File: config.mk
export PLATFORM = sky130hd
export DESIGN_NAME = ovm_limit_monitor
export DESIGN_NICKNAME = d
export VERILOG_FILES = /design/src/logic/ovm_pkg.sv /design/src/logic/ovm_mon_if.sv /design/src/logic/ovm_ms_timer.sv /design/src/logic/ovm_compare.sv /design/src/logic/ovm_limit_monitor.sv
export SDC_FILE = /design/constraint.sdc
export NUM_CORES = 1
export LEC_CHECK = 0
export BUFFER_PORTS_ARGS = -buffer_cell sky130_fd_sc_hd__buf_2
export CELL_PAD_IN_SITES_DETAIL_PLACEMENT = 0
export CELL_PAD_IN_SITES_GLOBAL_PLACEMENT = 1
export CORE_MARGIN = 2
export CORE_UTILIZATION = 52
export DETAILED_ROUTE_END_ITERATION = 10
export PLACE_DENSITY = 0.86
export SLEW_MARGIN = 20
export SYNTH_ARGS = -nofsm -noshare
export SYNTH_HDL_FRONTEND = slang
export SYNTH_HIERARCHICAL = 1
export SYNTH_SLANG_ARGS = --single-unit
File: constraint.sdc
create_clock -name mclk -period 3.75 [get_ports mclk]
set_input_delay 0.75 -clock mclk [delete_from_list [all_inputs] [get_ports mclk]]
set_output_delay 0.75 -clock mclk [all_outputs]
set_load 0.005 [all_outputs]
File: src/logic/ovm_pkg.sv
// Purpose: Shared constants, types and helpers of the output voltage limit monitor
// Assumes: Limit codes are unsigned, one count is 2^-13 V
// Notes:   Command codes double as register addresses on the command port
package ovm_pkg;

    localparam logic [7:0]  CMD_OV_WARN       = 8'h42;
    localparam logic [7:0]  CMD_UV_WARN       = 8'h43;
    localparam logic [7:0]  CMD_UV_TRIP       = 8'h44;
    localparam logic [7:0]  CMD_UV_ACTION     = 8'h45;
    localparam logic [7:0]  CMD_CLEAR_FAULTS  = 8'h03;
    localparam logic [7:0]  CMD_SUMMARY       = 8'h79;
    localparam logic [7:0]  CMD_VOUT_FLAGS    = 8'h7a;

    // 5.5 V expressed in 2^-13 V counts
    localparam logic [15:0] LIMIT_MAX         = 16'hb000;
    localparam logic [15:0] UV_TRIP_RESET     = 16'h0ccd;
    localparam logic [15:0] LIMIT_RESET       = 16'h0000;
    localparam logic [7:0]  UV_ACTION_RESET   = 8'hb8;
    localparam logic [7:0]  FLAGS_RESET       = 8'h00;

    // Strap scale factors in 1/1024 units: 1.08 and 0.88
    localparam logic [10:0] OV_WARN_SCALE     = 11'h452;
    localparam logic [10:0] UV_WARN_SCALE     = 11'h385;
    localparam int          SCALE_SHIFT       = 10;

    localparam int          ACT_MSB           = 7;
    localparam int          ACT_LSB           = 6;
    localparam int          RETRY_MSB         = 5;
    localparam int          RETRY_LSB         = 3;
    localparam int          DELAY_MSB         = 2;
    localparam int          DELAY_LSB         = 0;
    localparam logic [1:0]  ACT_DISABLE_RETRY = 2'h2;
    localparam logic [2:0]  RETRY_NONE        = 3'h0;

    localparam int          FLAG_OV_TRIP      = 7;
    localparam int          FLAG_OV_WARN      = 6;
    localparam int          FLAG_UV_WARN      = 5;
    localparam int          FLAG_UV_TRIP      = 4;
    localparam int          SUMMARY_VOUT_BIT  = 15;

    localparam logic [15:0] RETRY_UNIT_MS     = 16'd35;
    localparam int          CLK_PERIOD_NS     = 10;
    localparam int          MS_NS             = 1000000;
    localparam int          MS_CYCLES         = MS_NS / CLK_PERIOD_NS;
    localparam logic [1:0]  STRAP_SETTLE      = 2'h3;

    typedef enum logic [1:0] {ST_RUN, ST_RETRY_WAIT, ST_TON_WAIT, ST_LATCHED} ovm_state_type;

    function automatic logic [15:0] ovm_scale(input logic [15:0] code, input logic [10:0] factor);
        logic [26:0] prod;
        prod = code * factor;
        ovm_scale = (prod[26:SCALE_SHIFT] > {1'b0, 16'hffff}) ? 16'hffff : prod[25:SCALE_SHIFT];
    endfunction

    function automatic logic ovm_limit_ok(input logic [15:0] code);
        ovm_limit_ok = (code <= LIMIT_MAX);
    endfunction

endpackage

File: src/logic/ovm_mon_if.sv
// Purpose: Carries timer and comparator signals between monitor modules
// Assumes: All signals on mclk
// Notes:   ctrl side is the register bank
`timescale 1ns/1ns
interface ovm_mon_if;
    logic        tmr_start;
    logic [15:0] tmr_ms;
    logic        tmr_done;
    logic [15:0] vout;
    logic [15:0] ov_warn;
    logic [15:0] uv_warn;
    logic [15:0] uv_trip;
    logic        above_ov_warn;
    logic        below_uv_warn;
    logic        below_uv_trip;

    modport ctrl    (output tmr_start, tmr_ms, vout, ov_warn, uv_warn, uv_trip,
                     input  tmr_done, above_ov_warn, below_uv_warn, below_uv_trip);
    modport timer   (input  tmr_start, tmr_ms, output tmr_done);
    modport compare (input  vout, ov_warn, uv_warn, uv_trip,
                     output above_ov_warn, below_uv_warn, below_uv_trip);
endinterface

File: src/logic/ovm_ms_timer.sv
// Purpose: Millisecond down-counter, one-cycle done pulse on expiry
// Assumes: Start restarts the count at once
// Notes:   A count of zero expires after one millisecond
`timescale 1ns/1ns
module ovm_ms_timer
    import ovm_pkg::*;
#(
    parameter int MS_CYC = MS_CYCLES
)
(
    input wire logic mclk,
    input wire logic nrst,
    ovm_mon_if.timer mon
);
    localparam int PW = $clog2(MS_CYC + 1);
    localparam logic [PW-1:0] PRE_LOAD = PW'(MS_CYC - 1);

    initial
    begin
        if (MS_CYC < 2)
            $error("ovm_ms_timer: MS_CYC must be at least 2");
    end

    typedef struct packed {
        logic          busy;
        logic [PW-1:0] prescale;
        logic [15:0]   ms_left;
        logic          done;
    } ovm_tmr_type;

    ovm_tmr_type s;
    ovm_tmr_type next_s;

    always_comb
    begin
        next_s = s;
        next_s.done = 1'b0;
        if (mon.tmr_start)
        begin
            next_s.busy = 1'b1;
            next_s.prescale = PRE_LOAD;
            next_s.ms_left = mon.tmr_ms;
        end
        else if (s.busy)
        begin
            if (s.prescale == '0)
            begin
                next_s.prescale = PRE_LOAD;
                if (s.ms_left <= 16'h0001)
                begin
                    next_s.busy = 1'b0;
                    next_s.done = 1'b1;
                end
                else
                    next_s.ms_left = s.ms_left - 16'h0001;
            end
            else
                next_s.prescale = s.prescale - PW'(1);
        end
    end

    always_ff @(posedge mclk or negedge nrst)
    begin
        if (!nrst)
            s <= '0;
        else
            s <= next_s;
    end

    assign mon.tmr_done = s.done;
endmodule

File: src/logic/ovm_compare.sv
// Purpose: Registered comparison of output voltage against the limits
// Assumes: Voltage and limits share the 2^-13 V scale
// Notes:   Unfiltered, short excursions may slip between samples
`timescale 1ns/1ns
module ovm_compare
    import ovm_pkg::*;
(
    input wire logic   mclk,
    input wire logic   nrst,
    ovm_mon_if.compare mon
);
    typedef struct packed {
        logic above_ov_warn;
        logic below_uv_warn;
        logic below_uv_trip;
    } ovm_cmp_type;

    ovm_cmp_type s;
    ovm_cmp_type next_s;

    always_comb
    begin
        next_s = s;
        next_s.above_ov_warn = (mon.vout > mon.ov_warn);
        next_s.below_uv_warn = (mon.vout < mon.uv_warn);
        next_s.below_uv_trip = (mon.vout < mon.uv_trip);
    end

    always_ff @(posedge mclk or negedge nrst)
    begin
        if (!nrst)
            s <= '0;
        else
            s <= next_s;
    end

    assign mon.above_ov_warn = s.above_ov_warn;
    assign mon.below_uv_warn = s.below_uv_warn;
    assign mon.below_uv_trip = s.below_uv_trip;
endmodule

File: src/logic/ovm_limit_monitor.sv
// Purpose: Output voltage limit registers, flags and undervoltage trip response
// Assumes: Command port is driven by the management bus front end on mclk
// Notes:   Overvoltage trip itself is detected outside; only its flag and hold live here
`timescale 1ns/1ns
module ovm_limit_monitor
    import ovm_pkg::*;
#(
    parameter int MS_CYC = MS_CYCLES
)
(
    input  wire logic        mclk,
    input  wire logic        nrst,
    input  wire logic        cmd_valid,
    input  wire logic        cmd_write,
    input  wire logic [7:0]  cmd_code,
    input  wire logic [15:0] cmd_wdata,
    output wire logic        cmd_ack,
    output wire logic        cmd_reject,
    output wire logic [15:0] cmd_rdata,
    input  wire logic [15:0] vout_code,
    input  wire logic        power_good,
    input  wire logic        ramping,
    input  wire logic        operation_on,
    input  wire logic        other_fault_off,
    input  wire logic        ov_trip_active,
    input  wire logic        ov_retry_selected,
    input  wire logic [15:0] turn_on_wait,
    input  wire logic        enable_pin,
    input  wire logic        bias_ok_pin,
    input  wire logic [15:0] setpoint_strap_pin,
    output wire logic        output_enable,
    output wire logic        ov_restart_hold,
    output wire logic        alert_out,
    output wire logic        alert_oe_n
);
    typedef struct packed {
        logic [2:0]    en_sync;
        logic [2:0]    bias_sync;
        logic          en_level;
        logic          bias_level;
        logic [1:0]    boot_cnt;
        logic          boot_done;
        logic [15:0]   ov_warn;
        logic [15:0]   uv_warn;
        logic [15:0]   uv_trip;
        logic [7:0]    action;
        logic [7:0]    flags;
        ovm_state_type fsm;
        logic          retry_elapsed;
        logic          out_en;
        logic          ov_hold;
        logic          ack;
        logic          reject;
        logic [15:0]   rdata;
        logic          tmr_start;
        logic [15:0]   tmr_ms;
        logic          alert;
    } ovm_mon_type;

    ovm_mon_type s;
    ovm_mon_type next_s;
    ovm_mon_if   mon ();

    logic        cmd_off;
    logic        stop_retry;
    logic        uv_mask;
    logic        clear_req;
    logic [7:0]  flag_set;
    logic [15:0] retry_ms;

    ovm_ms_timer #(
        .MS_CYC (MS_CYC)
    ) u_timer (
        .mclk (mclk),
        .nrst (nrst),
        .mon  (mon)
    );

    ovm_compare u_compare (
        .mclk (mclk),
        .nrst (nrst),
        .mon  (mon)
    );

    assign mon.tmr_start = s.tmr_start;
    assign mon.tmr_ms    = s.tmr_ms;
    assign mon.vout      = vout_code;
    assign mon.ov_warn   = s.ov_warn;
    assign mon.uv_warn   = s.uv_warn;
    assign mon.uv_trip   = s.uv_trip;

    always_comb
    begin
        next_s = s;
        next_s.ack = 1'b0;
        next_s.reject = 1'b0;
        next_s.tmr_start = 1'b0;

        // Pin synchronisers, a change counts once stages two and three agree
        next_s.en_sync = {s.en_sync[1:0], enable_pin};
        next_s.bias_sync = {s.bias_sync[1:0], bias_ok_pin};
        if (s.en_sync[1] == s.en_sync[2])
            next_s.en_level = s.en_sync[2];
        if (s.bias_sync[1] == s.bias_sync[2])
            next_s.bias_level = s.bias_sync[2];

        cmd_off = !s.en_level || !operation_on;
        stop_retry = cmd_off || !s.bias_level || other_fault_off;
        clear_req = cmd_valid && cmd_write && (cmd_code == CMD_CLEAR_FAULTS) && s.boot_done;

        // Strap-derived defaults loaded once the strap has settled
        if (!s.boot_done)
        begin
            if (s.boot_cnt == STRAP_SETTLE)
            begin
                next_s.boot_done = 1'b1;
                next_s.ov_warn = ovm_scale(setpoint_strap_pin, OV_WARN_SCALE);
                next_s.uv_warn = ovm_scale(setpoint_strap_pin, UV_WARN_SCALE);
            end
            else
                next_s.boot_cnt = s.boot_cnt + 2'h1;
        end

        // Command port decode
        if (cmd_valid)
        begin
            next_s.ack = s.boot_done;
            next_s.reject = !s.boot_done;
            next_s.rdata = 16'h0000;
            if (s.boot_done)
            begin
                case (cmd_code)
                    CMD_OV_WARN, CMD_UV_WARN, CMD_UV_TRIP:
                    begin
                        if (cmd_write)
                        begin
                            if (!ovm_limit_ok(cmd_wdata))
                            begin
                                next_s.ack = 1'b0;
                                next_s.reject = 1'b1;
                            end
                            else if (cmd_code == CMD_OV_WARN)
                                next_s.ov_warn = cmd_wdata;
                            else if (cmd_code == CMD_UV_WARN)
                                next_s.uv_warn = cmd_wdata;
                            else
                                next_s.uv_trip = cmd_wdata;
                        end
                        else if (cmd_code == CMD_OV_WARN)
                            next_s.rdata = s.ov_warn;
                        else if (cmd_code == CMD_UV_WARN)
                            next_s.rdata = s.uv_warn;
                        else
                            next_s.rdata = s.uv_trip;
                    end
                    CMD_UV_ACTION:
                    begin
                        if (cmd_write)
                            next_s.action = cmd_wdata[7:0];
                        else
                            next_s.rdata = {8'h00, s.action};
                    end
                    CMD_CLEAR_FAULTS:
                    begin
                        if (!cmd_write)
                        begin
                            next_s.ack = 1'b0;
                            next_s.reject = 1'b1;
                        end
                    end
                    CMD_SUMMARY, CMD_VOUT_FLAGS:
                    begin
                        if (cmd_write)
                        begin
                            next_s.ack = 1'b0;
                            next_s.reject = 1'b1;
                        end
                        else if (cmd_code == CMD_VOUT_FLAGS)
                            next_s.rdata = {8'h00, s.flags};
                        else
                            next_s.rdata = {(s.flags != 8'h00), 15'h0000};
                    end
                    default:
                    begin
                        next_s.ack = 1'b0;
                        next_s.reject = 1'b1;
                    end
                endcase
            end
        end

        uv_mask = ramping || !power_good || cmd_off || (s.fsm != ST_RUN);

        flag_set = 8'h00;
        flag_set[FLAG_OV_WARN] = mon.above_ov_warn;
        flag_set[FLAG_OV_TRIP] = ov_trip_active;
        flag_set[FLAG_UV_WARN] = !uv_mask && mon.below_uv_warn;
        flag_set[FLAG_UV_TRIP] = !uv_mask && mon.below_uv_trip;

        // Sticky flags, a new event beats a clear
        next_s.flags = (clear_req ? FLAGS_RESET : s.flags) | flag_set;
        next_s.alert = (next_s.flags != FLAGS_RESET);

        next_s.ov_hold = ov_retry_selected && mon.above_ov_warn;

        // Retry spacing in 35 ms steps
        retry_ms = 16'({13'h0000, s.action[DELAY_MSB:DELAY_LSB]} + 16'h0001) * RETRY_UNIT_MS;

        case (s.fsm)
            ST_RUN:
            begin
                // Disable then retry on action 10
                if (flag_set[FLAG_UV_TRIP] && (s.action[ACT_MSB:ACT_LSB] == ACT_DISABLE_RETRY))
                begin
                    // No retry latches the output off
                    if (s.action[RETRY_MSB:RETRY_LSB] == RETRY_NONE)
                        next_s.fsm = ST_LATCHED;
                    else
                    begin
                        next_s.fsm = ST_RETRY_WAIT;
                        next_s.retry_elapsed = 1'b0;
                        next_s.tmr_start = 1'b1;
                        next_s.tmr_ms = retry_ms;
                    end
                end
            end
            ST_RETRY_WAIT:
            begin
                // Retrying ends on off, bias loss, other fault
                if (stop_retry)
                    next_s.fsm = ST_RUN;
                else
                begin
                    if (mon.tmr_done)
                        next_s.retry_elapsed = 1'b1;
                    if ((s.retry_elapsed || mon.tmr_done) && !s.ov_hold)
                    begin
                        next_s.fsm = ST_TON_WAIT;
                        next_s.tmr_start = 1'b1;
                        next_s.tmr_ms = turn_on_wait;
                    end
                end
            end
            ST_TON_WAIT:
            begin
                if (stop_retry || mon.tmr_done)
                    next_s.fsm = ST_RUN;
            end
            ST_LATCHED:
            begin
                if (clear_req)
                    next_s.fsm = ST_RUN;
            end
            default:
                next_s.fsm = ST_RUN;
        endcase

        next_s.out_en = (next_s.fsm == ST_RUN);
    end

    always_ff @(posedge mclk or negedge nrst)
    begin
        if (!nrst)
        begin
            s <= '0;
            s.uv_trip <= UV_TRIP_RESET;
            s.ov_warn <= LIMIT_MAX;
            s.uv_warn <= LIMIT_RESET;
            s.action <= UV_ACTION_RESET;
            s.flags <= FLAGS_RESET;
            s.fsm <= ST_RUN;
            s.out_en <= 1'b1;
        end
        else
            s <= next_s;
    end

    assign cmd_ack         = s.ack;
    assign cmd_reject      = s.reject;
    assign cmd_rdata       = s.rdata;
    assign output_enable   = s.out_en;
    assign ov_restart_hold = s.ov_hold;
    assign alert_out       = 1'b0;
    assign alert_oe_n      = !s.alert;
endmodule

==> run_results.csv, run 1 <==
group,metric,value,unit
grt,grt_usage,26.7,%
detailed_routing,viasPerCell,5.78,
power_and_ir_drop,clock_power_share,18.7,%
detailed_routing,wirelength,37500,µm
detailed_routing,vias,11900,
detailed_routing,drc_errors,0,
layout,drive_gt1_share,30.6,%
die,die_area,27800,µm²
synthesis,syn_area,13700,µm²
detailed_routing,dr.first_iter.drc_count,1009,
timing,worst_slack,-0.628,ns
setup_path,critPathMaxFanout,4,
synthesis,ys_seq_area_share,28.2,%
place,dp_hpwl,29100,µm
layout,area_growth,26.6,%
timing,finClkSkew,0.00973,ns
job,maxCapViolations,0,
synthesis,yosysTopAreaCell,"dfrtp_1",
synthesis,ys_seq_elements,154,
timing,fmax,228,MHz
timing,period_share,117,%
setup_path,crit_arrival,4.69,ns
synthesis,synth-simple-area-share,15.3,%
power_and_ir_drop,internal_power,5.88,mW
power_and_ir_drop,powerDensity,560,nW/µm²
detailed_routing,postRouteAntennaNets,0,
setup_path,cp-start-kind,"input port",
synthesis,async_reset_ff_share,100,%
layout,layout.nets,2047,
power_and_ir_drop,fin_total_pwr,9.74,mW
synthesis,synth_ff_type,"dfrtp_1",
clock_network,cts_tree,"yes",
detailed_routing,firstDrtPassIters,5,
die,core_area,26000,µm²
setup_path,worst_ep_required_time,4.07,ns
die,die_h,167,µm
synthesis,synth_cell_types,97,
timing,drv_slew,0,
die,die_w,167,µm
synthesis,synth.avg_cell_area,9.25,µm²
synthesis,synth_xor_area_share,2.74,%
clock_network,ctsRootBufferMaster,"clkbuf_16",
power_and_ir_drop,p_sw,3.87,mW
grt,grt_pass1_vias,11800,
grt,grt_pass1_wl,60300,µm
die,row_count,59,
timing,worst_pin_slew,1.09,ns
grt,grt_antenna_before_repair,1,
clock_network,clk_latency,0.43,ns
layout,final_cell_mix,"ha_1, inv_1, dfrtp_1, buf_4, nand2_1",
power_and_ir_drop,power_frac_comb,60.1,%
die,ios,106,
synthesis,synth_top_area_share,25.3,%
synthesis,syn_inst,1486,
power_and_ir_drop,pwr-share-seq,21.2,%
power_and_ir_drop,power.leakage,8.57,nW
grt,overflow,0,
min_path,hp-class,"input port to asynchronous set/reset pin",
layout,utilization,66.9,%
clock_network,cts_sinks,154,
timing,rsz0062_at_grt,"true",
place,place_congestion,0.869,
layout,multi_input_area,9840,µm²
timing,relSlewSlack,26.6,%
synthesis,yosys_warnings,6,
layout,antennaDiodeCount,0,
timing,finalHoldViolCount,0,
setup_path,path_class,"input port to register",
synthesis,synth-compound-area-share,16.8,%
outcome,violations,"negative setup slack",
synthesis,synth_top_family_by_area,"adder cells",
synthesis,syn_nets,1824,
clock_network,clkSlewWorstSetupHoldPaths,0.07,ns
timing,layout_min_cycle_time,4.38,ns
synthesis,synthMuxAreaShare,3.26,%
clock_network,cts_buffer_depth,2,
synthesis,synthAdderAreaFrac,26.0,%
power_and_ir_drop,ir_worst_vdd,0.000399,V
detailed_routing,wire_per_inst,18.2,µm
power_and_ir_drop,p_sw_share,39.7,%
grt,grt_max_degree,78,
clock_network,numCtsBuffers,17,
place,io_buffers,104,
clock_network,htreeDepth,4,
die,start_util,52.9,%
setup_path,end_kind,"register",
layout,seq_area,3870,µm²
timing,finalSetupViolCount,31,
layout,fillers,2065,
synthesis,ys_top_cells_by_area,"dfrtp_1, ha_1, fa_1",
synthesis,synth_edf_count,0,
outcome,status,"finished, violations left",
layout,layout_commonest_cell,"ha_1",
[critical path: stages]
cell      delay [ns]
buf_8           0.11
fa_1            0.52
ha_4            0.29
inv_2           0.03
fa_1            0.49
inv_2           0.05
ha_4            0.25
inv_2           0.03
fa_1            0.51
inv_2           0.05
ha_4            0.22
a211oi_2        0.22
nand2_1         0.09
a221o_1         0.34
a31o_4          0.24
o31ai_4         0.20
o311ai_1        0.13
o211a_1         0.15
[power groups by stage]
stage / Combinational [mW] / Clock (mW) / Sequential, mW
after floorplan: 2.94 / 0 / 2.01
after global placement: 4.42 / 0 / 2.08
after detailed placement: 4.52 / 0 / 2.09
after CTS: 5.12 / 1.84 / 2.06
after global routing: 6.40 / 1.91 / 2.09
final: 5.85 / 1.82 / 2.07
[flip-flops by register name, indices dropped and copies added, names as in the netlist, 4 cells and up]
name	cells
cmd_rdata	16
u_timer/s	34
mon.uv_trip	16
s	27
next_s	4
mon.tmr_ms	16
mon.uv_warn	16
mon.ov_warn	16
[final cells by class]
class	instances	area share, %
multi-input combinational	1076	56.6
sequential	154	22.3
timing repair buffer	261	10.9
inverter	199	4.31
clock buffer	18	2.47
tap	335	2.41
clock inverter	14	1.06
[synthesized netlist by cell type, types with 19 or more instances]
cell / instances
dfrtp_1: 139
o21ai_0: 68
fa_1: 50
nand2_1: 123
inv_1: 197
ha_1: 204
xnor2_1: 21
a21oi_1: 84
nor3_1: 24
a21o_1: 29
mux2_2: 22
nor4_1: 19
clkbuf_1: 26
xor2_1: 22
nor2_1: 73
mux2i_1: 20
nand3_1: 26
[metal layers]
layer  share of wire [%]  track usage (%)
met5                   0                0
met4                 2.0             7.12
met3                 4.1             3.02
met2                  48             44.5
met1                  46             37.1
[cell families (layout without fill, tap and decap cells)]
logic type,count (synthesis),count (layout)
AND/OR/NAND/NOR,393,393
AO/OA/AOI/OAI,341,341
adder cells (fa/ha/maj),256,256
buffers and inverters,256,492
flip-flops,154,154
XOR/XNOR,43,43
multiplexers,42,42
other,1,1
[worst paths after layout]
check | start | to | slack (ns) | depth (start not counted)
min in group mclk | next_s[114] | next_s[115] | 0.36 | 0
max | setpoint_strap_pin[7] | mon.uv_warn[14] | -0.63 | 18
min reg2reg | next_s[114] | next_s[115] | 0.36 | 0
max reg2reg | s[49] | mon.tmr_ms[9] | 1.18 | 11
min | nrst | s[105] | 0.34 | 1
max in group asynchronous | nrst | mon.ov_warn[12] | 2.55 | 2
[per-stage QoR]
step | instance area (µm²) | hold WS [ns] | TNS, ns | setup WS (ns) | std cells
final | 17400 | 0.340 | -9.98 | -0.628 | 2057
after global routing | 17400 | 0.377 | -13.34 | -0.767 | 2057
after CTS | 16900 | 0.367 | -7.57 | -0.630 | 2043
after detailed placement | 15800 | 0.342 | -25.83 | -1.12 | 2002
after global placement | 15800 | 0.343 | -23.87 | -1.03 | 2002
after floorplan | 14100 | 0.331 | -8.54 | -0.800 | 1486
[repair_timing]
action / CTS / global route
buffers inserted: 12 / 18
resized for setup: 101 / 82
hold buffers: 0 / 0
setup endpoints to repair: 32 / 32
pin swaps: 69 / 79
No activity file was read; power rests on OpenSTA's default activity.
==> run 2, diff against run 1 <==
--- a/config.mk
+++ b/config.mk
@@ -8,10 +8,11 @@
 export BUFFER_PORTS_ARGS = -buffer_cell sky130_fd_sc_hd__buf_2
 export CELL_PAD_IN_SITES_DETAIL_PLACEMENT = 0
 export CELL_PAD_IN_SITES_GLOBAL_PLACEMENT = 1
-export CORE_MARGIN = 2
+export CORE_MARGIN = 8
 export CORE_UTILIZATION = 52
 export DETAILED_ROUTE_END_ITERATION = 10
 export PLACE_DENSITY = 0.86
+export SETUP_SLACK_MARGIN = 0.2
 export SLEW_MARGIN = 20
 export SYNTH_ARGS = -nofsm -noshare
 export SYNTH_HDL_FRONTEND = slang
==> run 2 against run 1 <==
Effect of this change: the run still ends with negative setup slack left; first-iteration DRC count is 1.5% higher; cell count increased by 0.49%; critical path depth is the same; final area fell by 0.55%.
==> run_results.csv, run 2 (synthesized netlist as in run 1, its figures left out) <==
group,metric,value,unit
die,ios,106,
setup_path,path_class,"input port to register",
clock_network,cts_buffer_depth,2,
timing,fmax,229,MHz
layout,final_cell_mix,"ha_1, inv_1, dfrtp_1, buf_4, nand2_1",
layout,layout_commonest_cell,"ha_1",
timing,period_share,116,%
timing,finalSetupViolCount,31,
layout,reg.largest.list,"u_timer/s x34, s x27",
setup_path,cpMaxStageDelayCell,"fa_1",
place,io_buffers,104,
grt,grt_max_degree,66,
timing,drv_slew,0,
die,die_h,179,µm
setup_path,worst_ep_required_time,4.12,ns
layout,drive_gt1_share,30.1,%
setup_path,worstPathCellList,"buf_8, fa_1, ha_1, inv_2, fa_1, inv_1, ha_1, inv_1, fa_1, inv_2, ha_4, a211oi_2, nand2_1, a221o_1, a31o_4, or2_4, o311ai_1, o211a_1",
layout,area_growth,25.9,%
place,dp_hpwl,30000,µm
layout,antennaDiodeCount,0,
timing,setup_tns,-11.90,ns
layout,fillers,2116,
place,numPlacedInstances,2013,
clock_network,ctsRootBufferMaster,"clkbuf_16",
timing,relSlewSlack,20.3,%
place,place_congestion,0.894,
timing,layout_min_cycle_time,4.37,ns
die,core_area,26000,µm²
detailed_routing,dr.first_iter.drc_count,1024,
setup_path,crit_family,"adder cells",
timing,worst_pin_slew,1.18,ns
die,die_area,31900,µm²
setup_path,critPathMaxFanout,4,
job,maxCapViolations,0,
setup_path,startpoint,"setpoint_strap_pin[7]",
setup_path,end_kind,"register",
die,row_count,59,
outcome,status,"finished, violations left",
clock_network,numCtsBuffers,17,
layout,largest_reg_flops,34,
detailed_routing,wirelength,38600,µm
setup_path,reg2reg_depth,11,
setup_path,worstReg2RegStart,"s[49]",
grt,grt_pass1_wl,60900,µm
setup_path,cp-start-kind,"input port",
grt,grt_antenna_before_repair,0,
detailed_routing,postRouteAntennaNets,0,
clock_network,postCtsHoldBufs,0,
timing,worst_slack,-0.617,ns
timing,finClkSkew,0.0135,ns
detailed_routing,viasPerCell,5.72,
layout,final_cell_count_no_fill,2067,
timing,finalHoldViolCount,0,
timing,fin_hold_ws,0.316,ns
setup_path,ff2ff_setup_slack,1.12,ns
detailed_routing,firstDrtPassIters,5,
setup_path,r2r_end,"mon.tmr_ms[9]",
timing,rsz0062_at_grt,"true",
grt,grt_usage,23.8,%
power_and_ir_drop,ir_worst_vdd,0.000396,V
layout,layout.nets,2057,
setup_path,crit_buf_inv,5,
min_path,hp-class,"input port to asynchronous set/reset pin",
clock_network,clk_latency,0.44,ns
power_and_ir_drop,powerDensity,553,nW/µm²
clock_network,htreeDepth,4,
grt,grt_pass1_vias,11900,
setup_path,crit_arrival,4.73,ns
layout,top_register,"u_timer/s",
setup_path,slowest_delay,0.49,ns
layout,seq_area,3870,µm²
die,start_util,52.9,%
die,die_w,179,µm
clock_network,cts_tree,"yes",
detailed_routing,drc_errors,0,
grt,overflow,0,
detailed_routing,vias,11800,
outcome,violations,"negative setup slack",
setup_path,cpMostUsedCell,"fa_1",
power_and_ir_drop,power.leakage,8.60,nW
clock_network,cts_sinks,154,
detailed_routing,wire_per_inst,18.7,µm
layout,multi_input_area,9750,µm²
clock_network,clkSlewWorstSetupHoldPaths,0.07,ns
-- run 2: final cells by class --
type	instances	area share, %
inverter	199	4.32
clock buffer	18	2.48
sequential	154	22.4
multi-input combinational	1077	56.4
clock inverter	14	0.752
timing repair buffer	270	11.3
tap	335	2.42
-- run 2: how the worst max path moves through the flow --
stage                                 end  slack [ns]  cells after the start
final                     mon.uv_warn[14]       -0.62                     18
after global routing      mon.uv_warn[12]       -0.75                     18
after CTS                 mon.uv_warn[14]       -0.60                     18
after detailed placement  mon.uv_warn[14]       -1.09                     18
after global placement    mon.uv_warn[12]       -1.03                     18
after floorplan           mon.uv_warn[12]       -0.80                     17
-- run 2: per-stage QoR --
step	util (%)	setup slack [ns]	power [mW]	area (µm²)
CTS	65.0	-0.596	8.88	16900
finish	66.6	-0.617	9.57	17300
detailed placement	61.1	-1.09	6.69	15900
floorplan	-	-0.800	4.99	14100
global placement	61.1	-1.03	6.60	15900
global route	66.6	-0.749	10.2	17300
-- run 2: power by group --
group	switching (mW)	internal (mW)	leakage, nW
sequential	0.203	1.87	1.96
combinational	2.93	2.92	6.37
clock	0.771	0.873	0.266
total	3.90	5.67	8.60
-- run 2: repair_timing --
item / CTS / global route
setup endpoints to repair: 32 / 32
cloned: 1 / 0
pin swaps: 57 / 55
resized for setup: 77 / 70
setup buffers: 11 / 10
-- run 2: worst reg2reg max path, stage by stage, from the launching register on --
cell and delay (ns):
dfrtp_1 0.47, ha_1 0.25, xor2_1 0.31, ha_1 0.31
ha_1 0.20, ha_1 0.18, a21oi_1 0.20, inv_1 0.08
a21oi_1 0.17, nor2_1 0.10, a32oi_1 0.20, nand2_1 0.07
-- run 2: per-layer routing --
layer  vias up  GRT usage, %  routed length [µm]
met3        40          2.92                2160
met2       334          40.4               18600
met4         0          4.89                 489
li1       5705             -                   -
met5         -             0                   0
met1      5746          32.1               17300
